[src/logic/ppri_map.svh]
// Register offsets, bit positions and reset values of the printer port.
// Assumes inclusion by bare name from the port's design files.
`ifndef PPRI_MAP_SVH
`define PPRI_MAP_SVH

`define PPRI_OFS_DATA    3'h0
`define PPRI_OFS_STATUS  3'h1
`define PPRI_OFS_CONTROL 3'h2
`define PPRI_OFS_EPP_LO  3'h3
`define PPRI_OFS_EPP_HI  3'h7

`define PPRI_ST_BUS_TIMEOUT_FLAG    0
`define PPRI_ST_FAULT    3
`define PPRI_ST_ONLINE   4
`define PPRI_ST_PAPER    5
`define PPRI_ST_ACK      6
`define PPRI_ST_READY    7

`define PPRI_CT_STROBE   0
`define PPRI_CT_LINEADV  1
`define PPRI_CT_INIT     2
`define PPRI_CT_SELECT   3
`define PPRI_CT_IRQEN    4
`define PPRI_CT_DIR      5
`define PPRI_CT_W        6

`define PPRI_DATA_RST    8'h00
`define PPRI_CTRL_RST    6'h00
`define PPRI_BUF_DEPTH   2

`endif

[src/logic/ppri_pkg.sv]
// Types shared by the printer port register interface.
// Assumes the map header is compiled alongside.
package ppri_pkg;

  typedef enum logic [2:0] {
    PPRI_MODE_PRINTER  = 3'b001,
    PPRI_MODE_EXTENDED = 3'b010,
    PPRI_MODE_EPP      = 3'b100
  } ppri_mode_t;

endpackage

[src/logic/ppri_buf.sv]
// Two-entry buffer with valid and ready on both sides.
// Assumes one clock and a synchronous active-low reset.
`timescale 1ns/1ps
`include "ppri_map.svh"

module ppri_buf #(
  parameter int W     = 11,
  parameter int DEPTH = `PPRI_BUF_DEPTH
) (
  input  wire logic         clock,
  input  wire logic         rst_b,
  input  wire logic         in_valid,
  output logic              in_ready,
  input  wire logic [W-1:0] in_data,
  output logic              out_valid,
  input  wire logic         out_ready,
  output logic [W-1:0]      out_data
);

  generate
    if (DEPTH != 2 || W < 1) begin : g_bad
      $error("Buffer serves exactly two entries.");
    end
  endgenerate

  logic [W-1:0] tail_q;
  logic         tail_v_q;
  wire          push = in_valid && in_ready;
  wire          pop  = out_valid && out_ready;

  assign in_ready = !tail_v_q;

  always_ff @(posedge clock) begin
    if (!rst_b) begin
      out_valid <= 1'b0;
      tail_v_q  <= 1'b0;
      out_data  <= '0;
      tail_q    <= '0;
    end else if (pop && tail_v_q) begin
      out_data <= tail_q;
      tail_v_q <= 1'b0;
    end else if (pop) begin
      out_valid <= push;
      out_data  <= in_data;
    end else if (push && !out_valid) begin
      out_valid <= 1'b1;
      out_data  <= in_data;
    end else if (push) begin
      tail_v_q <= 1'b1;
      tail_q   <= in_data;
    end
  end

endmodule

[src/logic/ppri_top.sv]
// Register interface of a multi-mode printer port behind a strobed host bus.
// Assumes all inputs are synchronous to clock and a stable mode and base.
//
// Notes on behaviour
// - Eight byte offsets above a programmable base are decoded.
// - Offsets 0 to 2 work in all modes; 3 to 7 only in EPP mode.
// - Data and control are read/write always; status writable only in EPP.
// - Data latch takes host data at write strobe rise, drives pins, resets.
// - Reading offset 0 returns live pin levels, not latched.
// - Status value is frozen for the whole status read strobe.
// - Status bit 0 is set by an EPP bus timeout, else reads zero.
// - Timeout flag clears on reset or writing one; zero leaves it.
// - Status bits 1 and 2 always read zero.
// - Status bit 3 shows the active-low fault input level.
// - Status bit 4 shows the printer online input level.
// - Status bit 5 shows the paper out input level.
// - Status bit 6 shows the active-low acknowledge input level.
// - Status bit 7 shows the inverse of the busy input level.
// - Reset clears control bits 0 to 5; bits 6 and 7 read zero.
// - Control bit 0 drives the strobe output inverted.
// - Control bit 1 drives the line advance output inverted.
// - Bit 2 drives initialise unchanged; bit 3 drives select inverted.
// - With bit 4 set, acknowledge rising edges raise an interrupt.
// - Bit 5 sets pin direction except in printer mode, which drives out.
`timescale 1ns/1ps
`include "ppri_map.svh"

module ppri_top #(
  parameter int AW = 16
) (
  input  wire logic                   clock,
  input  wire logic                   rst_b,
  input  wire ppri_pkg::ppri_mode_t   port_mode,
  input  wire logic [AW-1:0]          port_base,
  input  wire logic [AW-1:0]          host_addr,
  input  wire logic [7:0]             host_data_in,
  input  wire logic                   host_write_n,
  input  wire logic                   host_read_n,
  output logic [7:0]                  host_data_out,
  output logic                        host_data_oe,
  output logic                        iochrdy,
  input  wire logic [7:0]             port_data_pins_in,
  output logic [7:0]                  port_data_pins_out,
  output logic                        port_data_pins_oe,
  input  wire logic                   printer_fault_in_n,
  input  wire logic                   printer_online,
  input  wire logic                   paper_out,
  input  wire logic                   char_accepted_n,
  input  wire logic                   printer_not_ready_n,
  input  wire logic                   epp_timeout_pulse,
  output logic                        data_latch_pulse_n,
  output logic                        line_advance_out_n,
  output logic                        printer_initialise_n,
  output logic                        printer_select_out_n,
  output logic                        ack_irq,
  output logic                        epp_out_valid,
  input  wire logic                   epp_out_ready,
  output logic [10:0]                 epp_out_data
);
  import ppri_pkg::*;

  // Control reset value as a vector, so that single bits can be picked.
  localparam logic [`PPRI_CT_W-1:0] ctrl_rst = `PPRI_CTRL_RST;

  generate
    if (AW < 4) begin : g_bad
      $error("Address must be wider than the register offset.");
    end
  endgenerate

  function automatic logic is_epp_ofs(input logic [2:0] ofs);
    is_epp_ofs = ofs >= `PPRI_OFS_EPP_LO && ofs <= `PPRI_OFS_EPP_HI;
  endfunction

  ////////////////////////////////////////////////////////////////////////////
  // Address decode.

  logic [7:0]                 data_latch_q;
  logic [`PPRI_CT_W-1:0]      ctrl_q;
  logic                       bus_timeout_flag_q;
  logic                       wr_n_prev_q;
  logic                       rd_n_prev_q;
  logic                       ack_prev_q;
  logic                       wr_hit_q;
  logic [2:0]                 wr_ofs_q;
  logic [7:0]                 wr_dat_q;
  logic                       pushed_q;

  wire       epp_mode = port_mode == PPRI_MODE_EPP;
  wire [2:0] ofs      = host_addr[2:0];
  wire       base_hit = host_addr[AW-1:3] == port_base[AW-1:3];
  wire       reg_ok   = base_hit && (!is_epp_ofs(ofs) || epp_mode);
  wire       wr_act   = !host_write_n;
  wire       rd_act   = !host_read_n;
  wire       wr_rise  = !wr_n_prev_q && host_write_n;
  wire       rd_fall  = rd_n_prev_q && rd_act;
  wire       ack_rise = !ack_prev_q && char_accepted_n;

  wire wr_commit = wr_rise && wr_hit_q;
  wire wr_data   = wr_commit && wr_ofs_q == `PPRI_OFS_DATA;
  wire wr_ctrl   = wr_commit && wr_ofs_q == `PPRI_OFS_CONTROL;
  wire wr_stat   = wr_commit && wr_ofs_q == `PPRI_OFS_STATUS && epp_mode;

  ////////////////////////////////////////////////////////////////////////////
  // Status, control and data next values.

  wire [7:0] status_live = {
    ~printer_not_ready_n,
    char_accepted_n,
    paper_out,
    printer_online,
    printer_fault_in_n,
    2'b00,
    bus_timeout_flag_q
  };

  wire bus_timeout_flag_clr = wr_stat && wr_dat_q[`PPRI_ST_BUS_TIMEOUT_FLAG];
  wire bus_timeout_flag_set = epp_mode && epp_timeout_pulse;
  wire bus_timeout_flag_d   = bus_timeout_flag_set || (bus_timeout_flag_q && !bus_timeout_flag_clr);

  wire [`PPRI_CT_W-1:0] ctrl_d =
    wr_ctrl ? wr_dat_q[`PPRI_CT_W-1:0] : ctrl_q;
  wire [7:0] data_d = wr_data ? wr_dat_q : data_latch_q;

  wire dir_out = port_mode == PPRI_MODE_PRINTER
                 || !ctrl_d[`PPRI_CT_DIR];

  wire [7:0] rd_mux =
    ofs == `PPRI_OFS_STATUS  ? status_live :
    ofs == `PPRI_OFS_CONTROL ? {2'b00, ctrl_q} :
    port_data_pins_in;
  wire rd_hold = ofs == `PPRI_OFS_STATUS && !rd_fall;

  ////////////////////////////////////////////////////////////////////////////
  // EPP window writes enter the buffer; the ready output stalls the host.

  wire epp_pend = wr_act && reg_ok && is_epp_ofs(ofs) && !pushed_q;
  logic buf_in_ready;

  ppri_buf #(
    .W     (11),
    .DEPTH (`PPRI_BUF_DEPTH)
  ) ppri_buf_inst (
    .clock     (clock),
    .rst_b     (rst_b),
    .in_valid  (epp_pend),
    .in_ready  (buf_in_ready),
    .in_data   ({ofs, host_data_in}),
    .out_valid (epp_out_valid),
    .out_ready (epp_out_ready),
    .out_data  (epp_out_data)
  );

  ////////////////////////////////////////////////////////////////////////////
  // Registers.

  always_ff @(posedge clock) begin
    if (!rst_b) begin
      wr_n_prev_q <= 1'b1;
      rd_n_prev_q <= 1'b1;
      ack_prev_q  <= 1'b1;
      wr_hit_q    <= 1'b0;
      wr_ofs_q    <= 3'h0;
      wr_dat_q    <= 8'h00;
      pushed_q    <= 1'b0;
    end else begin
      wr_n_prev_q <= host_write_n;
      rd_n_prev_q <= host_read_n;
      ack_prev_q  <= char_accepted_n;
      pushed_q    <= wr_act && (pushed_q || (epp_pend && buf_in_ready));
      if (wr_act) begin
        wr_hit_q <= reg_ok;
        wr_ofs_q <= ofs;
        wr_dat_q <= host_data_in;
      end
    end
  end

  always_ff @(posedge clock) begin
    if (!rst_b) begin
      data_latch_q <= `PPRI_DATA_RST;
      ctrl_q       <= `PPRI_CTRL_RST;
      bus_timeout_flag_q      <= 1'b0;
    end else begin
      data_latch_q <= data_d;
      ctrl_q       <= ctrl_d;
      bus_timeout_flag_q      <= bus_timeout_flag_d;
    end
  end

  always_ff @(posedge clock) begin
    if (!rst_b) begin
      host_data_out <= 8'h00;
      host_data_oe  <= 1'b0;
      iochrdy       <= 1'b1;
      ack_irq       <= 1'b0;
    end else begin
      host_data_oe  <= rd_act && reg_ok;
      iochrdy       <= !(epp_pend && !buf_in_ready);
      ack_irq       <= ctrl_q[`PPRI_CT_IRQEN] && ack_rise;
      if (rd_act && !rd_hold) begin
        host_data_out <= reg_ok ? rd_mux : 8'h00;
      end
    end
  end

  always_ff @(posedge clock) begin
    if (!rst_b) begin
      port_data_pins_out   <= `PPRI_DATA_RST;
      port_data_pins_oe    <= 1'b1;
      data_latch_pulse_n   <= ~ctrl_rst[`PPRI_CT_STROBE];
      line_advance_out_n   <= ~ctrl_rst[`PPRI_CT_LINEADV];
      printer_initialise_n <= ctrl_rst[`PPRI_CT_INIT];
      printer_select_out_n <= ~ctrl_rst[`PPRI_CT_SELECT];
    end else begin
      port_data_pins_out   <= data_d;
      port_data_pins_oe    <= dir_out;
      data_latch_pulse_n   <= ~ctrl_d[`PPRI_CT_STROBE];
      line_advance_out_n   <= ~ctrl_d[`PPRI_CT_LINEADV];
      printer_initialise_n <= ctrl_d[`PPRI_CT_INIT];
      printer_select_out_n <= ~ctrl_d[`PPRI_CT_SELECT];
    end
  end
endmodule
[config.mk]
export PLATFORM = sky130hd
export DESIGN_NAME = ppri_top
export DESIGN_NICKNAME = d
export VERILOG_FILES = /design/src/logic/ppri_pkg.sv /design/src/logic/ppri_buf.sv /design/src/logic/ppri_top.sv
export VERILOG_INCLUDE_DIRS = /design/src /design/src/logic
export SDC_FILE = /design/constraint.sdc
export NUM_CORES = 1
export LEC_CHECK = 0
export ABC_CLOCK_PERIOD_IN_PS = 2300
export BUFFER_PORTS_ARGS = -buffer_cell sky130_fd_sc_hd__buf_2
export CORE_AREA = 2 2 87 89
export CTS_BUF_LIST = sky130_fd_sc_hd__clkbuf_4
export CTS_CLUSTER_DIAMETER = 200
export DETAILED_ROUTE_END_ITERATION = 8
export DIE_AREA = 0 0 89 91
export PLACE_DENSITY = 0.7
export SLEW_MARGIN = 30
export SYNTH_ARGS = -nofsm -noshare
export SYNTH_HDL_FRONTEND = slang
export SYNTH_SLANG_ARGS = --single-unit
[constraint.sdc]
create_clock -name clock -period 2.3 [get_ports clock]
set_input_delay 0.345 -clock clock [delete_from_list [all_inputs] [get_ports clock]]
set_output_delay 0.345 -clock clock [all_outputs]
set_load 0.005 [all_outputs]
## After elaboration in Yosys (flattened, before gate mapping)

Cells that the tools add are included.

| storage, ports and cells | value |
|---|---|
| flip-flop bits (word level) | 71 |
| output and inout port bits | 36 |
| logic and storage cells | 100 |

| operators by class | value |
|---|---|
| order comparisons | 2 |
| equal/unequal tests | 7 |
| multiplexer cells | 9 |
| bitwise logic cells | 8 |
| reductions and logical operators | 50 |

Operators by type and width:

| operator | number |
|---|---|
| 2-to-1 mux 11 bit | 3 |
| logical AND 1 bit | 26 |
| 2-to-1 mux 8 bit | 3 |
| equality test 13 bit | 1 |
| logical NOT 1 bit | 13 |
| equality test 3 x 1 -> 1 bit (second input constant) | 3 |
| inverter 1 bit | 8 |
| equality test 3 x 2 -> 1 bit (second input constant) | 2 |
| 2-to-1 mux 6 bit | 1 |
| logical OR 1 bit | 4 |
| AND reduction 4 bit | 1 |
| equality test 3 bit (second input constant) | 1 |
| >= comparator 3 x 2 -> 1 bit (second input constant) | 1 |
| <= comparator 3 bit (second input constant) | 1 |
| logical NOT 3 bit | 1 |
| AND reduction 3 bit | 1 |
| nonzero test 3 bit | 1 |
| 2-to-1 mux 1 bit | 2 |
| AND reduction 2 bit | 1 |
| nonzero test 2 bit | 1 |
| OR reduction 2 bit | 1 |

## Longest topological paths before layout

Gate-level depths: netlist of run 1.

| depth | value |
|---|---|
| word-level depth | 13 |
| gate-level depth with buffers | 7 |
| gate-level depth less buffers | 5 |

## Modules after synthesis

A second synthesis of run 1 with hierarchy kept.

| second synthesis, totals | value |
|---|---|
| cell total of the unflattened synthesis | 319 |
| area total of the unflattened synthesis | 3144.3 sq um |

By module, submodules not included:

| module | instances | cells an instance | area each (sq um) | sequential area each (sq um) |
|---|---|---|---|---|
| ppri_top | 1 | 197 | 2008.2 | 920.9 |
| ppri_buf | 1 | 122 | 1136.1 | 480.5 |

## Worst setup path after synthesis of run 1

No wires, ideal clock.

| timing | value |
|---|---|
| path kind | input to register |
| from | input port_mode[0] |
| to | register iochrdy |
| arrival time | 1.645 ns |
| setup slack | 0.528 ns |
| cell stages on the path | 5 |
| buffers on the path | 0 |
| cells stage by stage | nor3b_4 > nor2_2 > nor4_4 > nand2_2 > or3_1 |

| on the way | value |
|---|---|
| word-level cells in the longest chain between the ends | 8 |

RTL lines:

| what | RTL line | RTL |
|---|---|---|
| start: declaration | ppri_top.sv:33 | `input wire ppri_pkg::ppri_mode_t port_mode,` |
| equality test 3 bit | ppri_top.sv:89 | `wire epp_mode = port_mode == PPRI_MODE_EPP;` |
| logical OR 1 bit | ppri_top.sv:92 | `wire reg_ok = base_hit && (!is_epp_ofs(ofs) \|\| epp_mode);` |
| logical AND 1 bit | ppri_top.sv:92 |  |
| logical AND 1 bit (3 in series) | ppri_top.sv:137 | `wire epp_pend = wr_act && reg_ok && is_epp_ofs(ofs) && !pushed_q;` |
| logical AND 1 bit | ppri_top.sv:199 | `iochrdy <= !(epp_pend && !buf_in_ready);` |
| logical NOT 1 bit | ppri_top.sv:199 |  |
| end signal: assignment | ppri_top.sv:199 |  |
| end: declaration | ppri_top.sv:41 | `output logic iochrdy,` |

No other way between the ends.
A chain may end at the register's enable or synchronous reset.

## Final worst setup path of run 1

| timing | value |
|---|---|
| from | register ppri_buf_inst.out_valid |
| to | register ppri_buf_inst.tail_q[5] |

| on the way | value |
|---|---|
| word-level cells in the longest chain between the ends | 4 |
| elaborated cells on any way between the ends | 8 |

RTL lines:

| what | RTL line | RTL |
|---|---|---|
| start: declaration | ppri_buf.sv:15 | `output logic out_valid,` |
| start signal: assignment | ppri_buf.sv:43 | `out_valid <= push;` |
| logical NOT 1 bit or logical AND 1 bit (tied branches) | ppri_buf.sv:45, ppri_buf.sv:29 |  |
| logical AND 1 bit (on tied branches) | ppri_buf.sv:45, ppri_buf.sv:39 |  |
| inverter 1 bit (no line) | - |  |
| AND reduction 4 bit (no line) * | - |  |
| end signal: assignment | ppri_buf.sv:50 | `tail_q <= in_data;` |
| end: declaration | ppri_buf.sv:26 | `logic [W-1:0] tail_q;` |

Mark *: on every way between the ends. The rest lies on a longest branch, timed or not.

==> results, run 1 <==
- For the worst setup path, the data arrival time is 2270 ps.
- In the routed layout, each cell is associated on average with a via count of 5.11.
- The fraction of layout cells with a size suffix above 1 is 30.9%.
- In this run the vertical extent of the chip is 91 um.
- After routing the design area is 3890 sq um.
- The most used flip-flop cell after synthesis is dfxtp_1.
- The clock slew seen by the registers of the worst setup and hold paths is 130 ps.
- The largest stage delay on the critical path is 420 ps.
- The synthesized design contains 0 enable-type register cells.
- The area growth from synthesis to layout is 25.5%.
- The count of hold-fix buffers inserted at cts is 0.
- The cell type with the highest aggregate area in the netlist is dfxtp_1.
- The number of H-tree levels is 3.
- In this run the post-CTS setup repair buffer count came out at 0.
- The number of different library cells used by synthesis comes to 45.
- In the final routed layout, each cell accounts on average for 13.9 um.
- The die outline area is 8100 sq um.
- The count of yosys warnings during synthesis is 0.
- The classification of the worst-slack hold path is in -> reg.
- The root buffer cell chosen for the clock tree is clkbuf_4.
- The tool flagged a number of max-cap violations equal to 0.
- In this run the count of I/O pins placed on the die edge is 98.
- Counting every sink on the clock net gives 70.
- The cell area after placement is 3680 sq um.
- The share of Yosys cell area claimed by the top area cell type is 45.2%.
- The post-route fraction of the period consumed by the critical path is 86.0%.
- The most common cell in the synthesized netlist is dfxtp_1.
- The total via count after detailed routing is 2,717.
- The maximum number of pins on one net before global-route repair is 29.
- The pre-CTS setup slack is 267 ps.
- Setup repair after global routing left no endpoint under its margin.
- In the final design database the tool counted 490 nets.
- The longest clock path from root to sink contains 2 buffers.
- In this run, CTS created clock tree buffers numbering 9.
- Along the worst path, the maximum fanout reaches 11.
- By count the netlist is led by dfxtp_1 (70), mux2i_1 (41), nor2_1 (40).
- The die boundary width is 89 um.
- The kind of start point of the critical path is a flop.
- The synthesized area per cell is 9.28 sq um.
- The first detailed-routing pass took 4 iterations.
- The cell with the largest stage delay on the worst path is dfxtp_1.
- The number of antenna violations at the first check in global routing was 0.
- The number of nets in the synthesized netlist is 396.
- Clock skew on the completed layout was measured at 15.9 ps.
- Once the floorplan was initialized, standard cells occupied 43.4% of the core.
- The number of antenna diodes in the final layout is 0.
- The number of gates resized after CTS was 0.
- The HPWL after detailed placement is 5430 um.
- For this design the ratio of total power to cell area is 661 nW/um^2.
- In the synthesized netlist the async set-or-reset flop fraction comes to 0%.
- The data required time of the worst path is 2590 ps.
- The flow ran to the end, and the final reports show no timing, DRC or antenna violations.
- The wire length of the first global-routing pass is 12,200 um.
- The gate count of the mapped netlist is 334.
- The count of buffers added on input and output ports is 94.
- The overall routing resource usage is 19.1%.
- For the pin with the worst max-slew slack, the measured transition is 565 ps.
- At the later pin of the worst-skew pair, clock insertion delay measures 410 ps.
- The maximum VDD drop is 0.505 mV.
- TritonCTS built the clock tree.
- Setup slack closes at 322 ps.
- Global routing finished with a remaining overflow of 0.
- The placeable core region is 7140 sq um.
- In the routed design, unresolved DRC markers number 0.
- The synthesized netlist occupies a cell area of 3100 sq um.
- For this design the static power due to leakage is 1.71 nW.
- The nature of the critical path endpoint is a flop.
- The clock period minus final worst setup slack is 1980 ps.
- The headroom to the max-slew limit is 62.3%.
- Setup total negative slack on the finished layout was measured at 0 ps.
- The register bit count reported by yosys is 70.
- The starting DRC count in detailed routing is 95.
- The initialized floorplan defines 31 standard-cell rows.
- The routability congestion estimate is 0.797.
- The hold violation count in the final report came to 0.
- Sorting the synthesized cells by area gives the leading types as dfxtp_1 (45%), mux2i_1 (13%), nor2_1 (4.8%), a21oi_1 (4.4%), xnor2_1 (3.1%).
- The total length of routed wires is 7400 um.
- Once detail routing completed, the nets flagged for antenna violations numbered 0.
- The worst setup path is of the reg -> reg kind.
- The count of final max-slew check failures came to 0.
- The achievable frequency is 506 MHz.
- The number of global-route vias before repair is 2,669.
- The design draws 2.57 mW.
- The share of synthesized area occupied by flip-flops and latches is 45.2%.
- Traced cell by cell, the critical path runs through or3b_1, nor4_1, nand3_1, o21ai_0, a21oi_1.
- Setup violations remaining at the end of the flow were counted as 0.
-- metal layers --
layer | share of wire, % | vias up | GRT usage [%]
met5 | 0 | - | 0
li1 | - | 1362 | -
met1 | 46 | 1278 | 25.1
met2 | 48 | 71 | 30.6
met3 | 5.4 | 6 | 5.00
met4 | 0.97 | 0 | 5.47
-- kinds of logic after synthesis --
| kind of cell | count (synthesis) | synth area share [%] |
|---|---|---|
| xor gates and xnor gates | 13 | 3.67 |
| AOI/OAI and AO/OA | 60 | 12.0 |
| DFF | 70 | 45.2 |
| buffers and inverters | 24 | 3.59 |
| and+or+nand+nor | 124 | 21.6 |
| muxes | 43 | 14.0 |
-- power breakdown --
group          switching (mW)  internal (mW)
Combinational           0.111         0.0974
Sequential             0.0117           1.23
Clock                   0.453          0.673
-- worst max-delay path: cells and delay by family, from the launching register on --
| kind | cells | cell delay [ps] |
|---|---|---|
| compound gates | 2 | 390 |
| flops | 1 | 420 |
| simple gates | 3 | 1050 |
-- stage by stage --
step	util (%)	std cells	hold WS (ps)
after floorplan	-	334	373
after global placement	51.6	516	388
after detailed placement	51.6	516	384
after CTS	54.5	532	139
after global routing	54.5	532	115
final	54.5	532	137
-- path summary, 6_finish.rpt --
kind / to / slack (ps) / from / depth (start not counted)
hold / removal: ack_prev_q$_SDFF_PN1_ / 140 / char_accepted_n / 2
hold reg to reg: ack_irq$_SDFF_PN0_ / 400 / ack_prev_q$_SDFF_PN1_ / 1
setup / recovery: ppri_buf_inst.tail_q[5]$_SDFFE_PN0P_ / 320 / ppri_buf_inst.out_valid$_SDFFE_PN0P_ / 5
setup reg to reg: ppri_buf_inst.tail_q[5]$_SDFFE_PN0P_ / 320 / ppri_buf_inst.out_valid$_SDFFE_PN0P_ / 5
-- sequential cells by signal, indices dropped and copies added, names as in the netlist, 3 cells and up --
signal                  flops
host_data_out               8
ctrl_q                      6
wr_dat_q                    8
ppri_buf_inst.out_data     11
port_data_pins_out          8
wr_ofs_q                    3
ppri_buf_inst.tail_q       11
-- placed cells by master (no fill, tap or decap), types with 2 or more instances in the layout --
master     instances
a211oi_1           6
a21oi_1           27
and3_1             2
buf_2             94
buf_4              9
bufinv_16          4
clkbuf_4          10
dfxtp_1           70
inv_1              2
mux2_2             2
mux2i_1           41
nand2_1           20
nand2b_1          14
nand3_1           16
nand3b_1           2
nand4_1            9
nor2_1            40
nor3_1             3
nor3b_1            2
nor4_1             2
o211ai_1           8
o21ai_0           12
or3b_1             2
xnor2_1           11
xor2_1             2
-- area by class of cell --
type / instances / area [sq um]
multi-input combinational: 240 / 1590
clock buffer: 10 / 75.1
sequential: 70 / 1400
inverter: 3 / 11.3
timing repair buffer: 104 / 558
fill: 701 / 3250
clock inverter: 6 / 134
tap: 99 / 124
Power figures use the tool's default switching activity.
==> inputs of run 2 (changes only) <==
- CORE_AREA: 2 2 87 89 -> 2 2 112 71
- DIE_AREA: 0 0 89 91 -> 0 0 114 73
- PLACE_DENSITY: 0.7 -> 0.69
- SLEW_MARGIN: 30 -> 10
==> run 2 against run 1 <==
  * Utilization down 2.8 points
  * Critical path depth unchanged
  * Cell area down 1.1%
  * First-iteration DRC count up 95%
  * Clock skew up 5.1 ps
  * Flip-flop and latch count unchanged
  * Cell count down 0.38%
  * Worst setup slack better by 23 ps
  * Maximum frequency up 1.2%
==> results, run 2 (synthesis gave the netlist of run 1 again) <==
- The non-filler instance count after layout is 530 (-0.38%).
- The count of boundary I/O pins is 98 (unchanged).
- STA classifies the critical path startpoint as a flop.
- The power density over the cells is 611 nW/um^2 (-7.5%).
- The number of optimization iterations in the first detailed-route pass is 5 (+1).
- The number of clock buffers inserted by TritonCTS was 9 (unchanged).
- The worst setup path is captured at a flop.
- The remaining antenna violation count after routing is 0 (unchanged).
- The starting DRC count in detailed routing is 185 (+95%).
- The total negative slack is 0 ps (unchanged).
- The path with the worst hold slack has its endpoint at ack_prev_q$_SDFF_PN1_.
- The classification of the worst-slack hold path is in -> reg.
- The starting density of the core is 41.6% (-1.8 points).
- The critical path is of the reg -> reg type.
- The number of buffers and inverters on the critical path is 0 (unchanged).
- The buffer levels on the longest clock path was 2 (unchanged).
- The placeable core region is 7440 sq um (+4.3%).
- The via density per instance is 5.16 (+1.1%).
- The number of setup buffers added after CTS is 0 (unchanged).
- The number of buffers added on ports is 94 (unchanged).
- In the layout the commonest cells are buf_2 (94), dfxtp_1 (70), mux2i_1 (41), nor2_1 (40), a21oi_1 (27).
- The count of final max-slew check failures is 0 (unchanged).
- The cell area after layout was 3850 sq um (-1.1%).
- The count of hold-fix buffers inserted at cts is 0 (unchanged).
- The final net count is 493 (+0.61%).
- The cell with the largest stage delay on the worst path is and3_1.
- The worst path arrival time is 2300 ps (+30 ps).
- The routability congestion estimate came to 0.805 (+0.92%).
- The register-to-register setup slack came to 350 ps (+20 ps).
- The headroom to the max-slew limit is 64.1% (+1.8 points).
- The overall routing resource usage is 20.1% (+0.99 points).
- The post-detailed-placement half-perimeter wirelength is 5860 um (+7.9%).
- The clock period minus final worst setup slack is 1950 ps (-22.8 ps).
- The maximum number of pins on one net before global-route repair came to 53 (+83%).
- The total via count after detailed routing is 2,736 (+0.70%).
- The insertion delay of the later-clocked pin in the worst-skew pair was 430 ps (+20 ps).
- Setup repair after global routing left no endpoint under its margin.
- The total grt overflow is 0 (unchanged).
- The endpoint identified for the worst register-to-register timing path is ppri_buf_inst.tail_q[10]$_SDFFE_PN0P_.
- The total DRC errors in the routed layout was 0 (unchanged).
- The cell depth of the worst min-delay path is 2 (unchanged).
- The clock slew seen by the registers of the worst setup and hold paths is 120 ps (about the same).
- Leaving out fill and tap cells, the most frequent cell in the layout is buf_2.
- The number of cell instances on the worst register-to-register path is 5 (unchanged).
- On the critical path the largest part of the delay comes from simple AND/OR/NAND/NOR gates.
- The data required time of the worst path is 2640 ps (+50 ps).
- The count of antenna diodes in the layout is 0 (unchanged).
- The clock sink count was 70 (unchanged).
- The number of global-route vias before repair is 2,603 (-2.5%).
- The relative area change from synthesis to final layout is 24.2%.
- The largest registers in the layout are ppri_buf_inst.out_data (11), ppri_buf_inst.tail_q (11).
- The clock tree from TritonCTS is built.
- The die outline area was 8320 sq um (+2.8%).
- The number of antenna violations at the first check in global routing is 0 (unchanged).
- The layout filler cell count is 713 (+1.7%).
- The maximum VDD drop is 0.299 mV (-41%).
- The quantity of gates resized following cts is 0 (unchanged).
- The slew at the pin closest to its max-slew limit is 538 ps (-26.2 ps).
- The total length of routed wires is 7840 um (+6.0%).
- The wire length of the first global-routing pass was 12,700 um (+4.5%).
- The worst flop-to-flop path startpoint is ppri_buf_inst.out_valid$_SDFFE_PN0P_.
- The cell area after placement came to 3690 sq um (+0.10%).
- The count of endpoints failing setup in the final report came to 0 (unchanged).
- The worst hold path begins at char_accepted_n.
- The hold violation count in the final report was 0 (unchanged).
- The critical path goes through or3b_1, nor4_1, and3_1, nand3_1, a21oi_1.
- The number of standard-cell rows in the floorplan is 25 (-19%).
- The routed length per instance is 14.8 um (+6.4%).
- The largest stage delay on the critical path came to 520 ps (+100 ps).
- The number of H-tree levels is 3 (unchanged).
- The run finished with clean final reports.
- The achievable frequency is 512 MHz (+1.2%).
- The leakage power summed over all cells is 1.70 nW (-0.40%).
- The max-cap violation count is 0 (unchanged).
- The die boundary width is 114 um (+28%).
- The number of cells in the design after placement came to 514 (-0.39%).
- The highest fanout seen on the critical path is 12 (+1).
- The maximum clock skew at final layout is 21.0 ps (+5.12 ps).
- The fraction of layout cells with a size suffix above 1 is 31.4% (+0.48 points).
- The post-route fraction of the period consumed by the critical path is 85.0% (-0.99 points).
- The vertical extent of the die came to 73 um (-20%).
- The root buffer cell is clkbuf_4.
run 2: worst reg2reg max path, delay by kind of cell, from the launching register on:
kind             cells  cell delay (ps)
AO/OA/AOI/OAI        1              210
flip-flops           1              420
AND/OR/NAND/NOR      4             1240
run 2: layer usage:
metal	up-vias	GRT usage (%)	wire [um]
met5	-	0	0
met4	0	5.01	110
met3	13	7.31	654
met2	121	30.2	3260
met1	1223	27.5	3820
li1	1379	-	-
run 2: worst max-delay path by stage:
stage               cells past startpoint  slack (ps)                               endpoint                                 start
floorplan                               5         530                     iochrdy$_SDFF_PN1_                          port_mode[0]
global placement                        6         320   ppri_buf_inst.tail_q[1]$_SDFFE_PN0P_                          port_mode[0]
detailed placement                      6         250  ppri_buf_inst.tail_q[10]$_SDFFE_PN0P_                          port_mode[0]
CTS                                     5         380  ppri_buf_inst.tail_q[10]$_SDFFE_PN0P_  ppri_buf_inst.out_valid$_SDFFE_PN0P_
global route                            5         230  ppri_buf_inst.tail_q[10]$_SDFFE_PN0P_   ppri_buf_inst.tail_v_q$_SDFFE_PP0P_
finish                                  5         350  ppri_buf_inst.tail_q[10]$_SDFFE_PN0P_  ppri_buf_inst.out_valid$_SDFFE_PN0P_
run 2: cell type report:
cell class,instances,area [sq um],area share [%]
Multi-Input combinational cell,240,1590,41.2
Tap cell,94,118,3.05
Sequential cell,70,1400,36.4
Clock buffer,9,67.6,1.75
Timing Repair Buffer,107,568,14.8
Inverter,3,11.3,0.292
Clock inverter,7,96.3,2.50
run 2: where the power goes:
part	switching [mW]	internal, mW
Sequential	0.0114	1.23
Clock	0.458	0.444
Combinational	0.115	0.0982
run 2: metrics by stage:
stage | setup WS (ps) | hold WS, ps | power [mW] | util [%]
after floorplan | 528 | 373 | 1.38 | -
after CTS | 384 | 108 | 2.39 | 51.7
after detailed placement | 248 | 388 | 1.48 | 49.5
after global placement | 322 | 379 | 1.47 | 49.5
after global routing | 226 | 90.4 | 2.47 | 51.7
final | 345 | 142 | 2.35 | 51.7
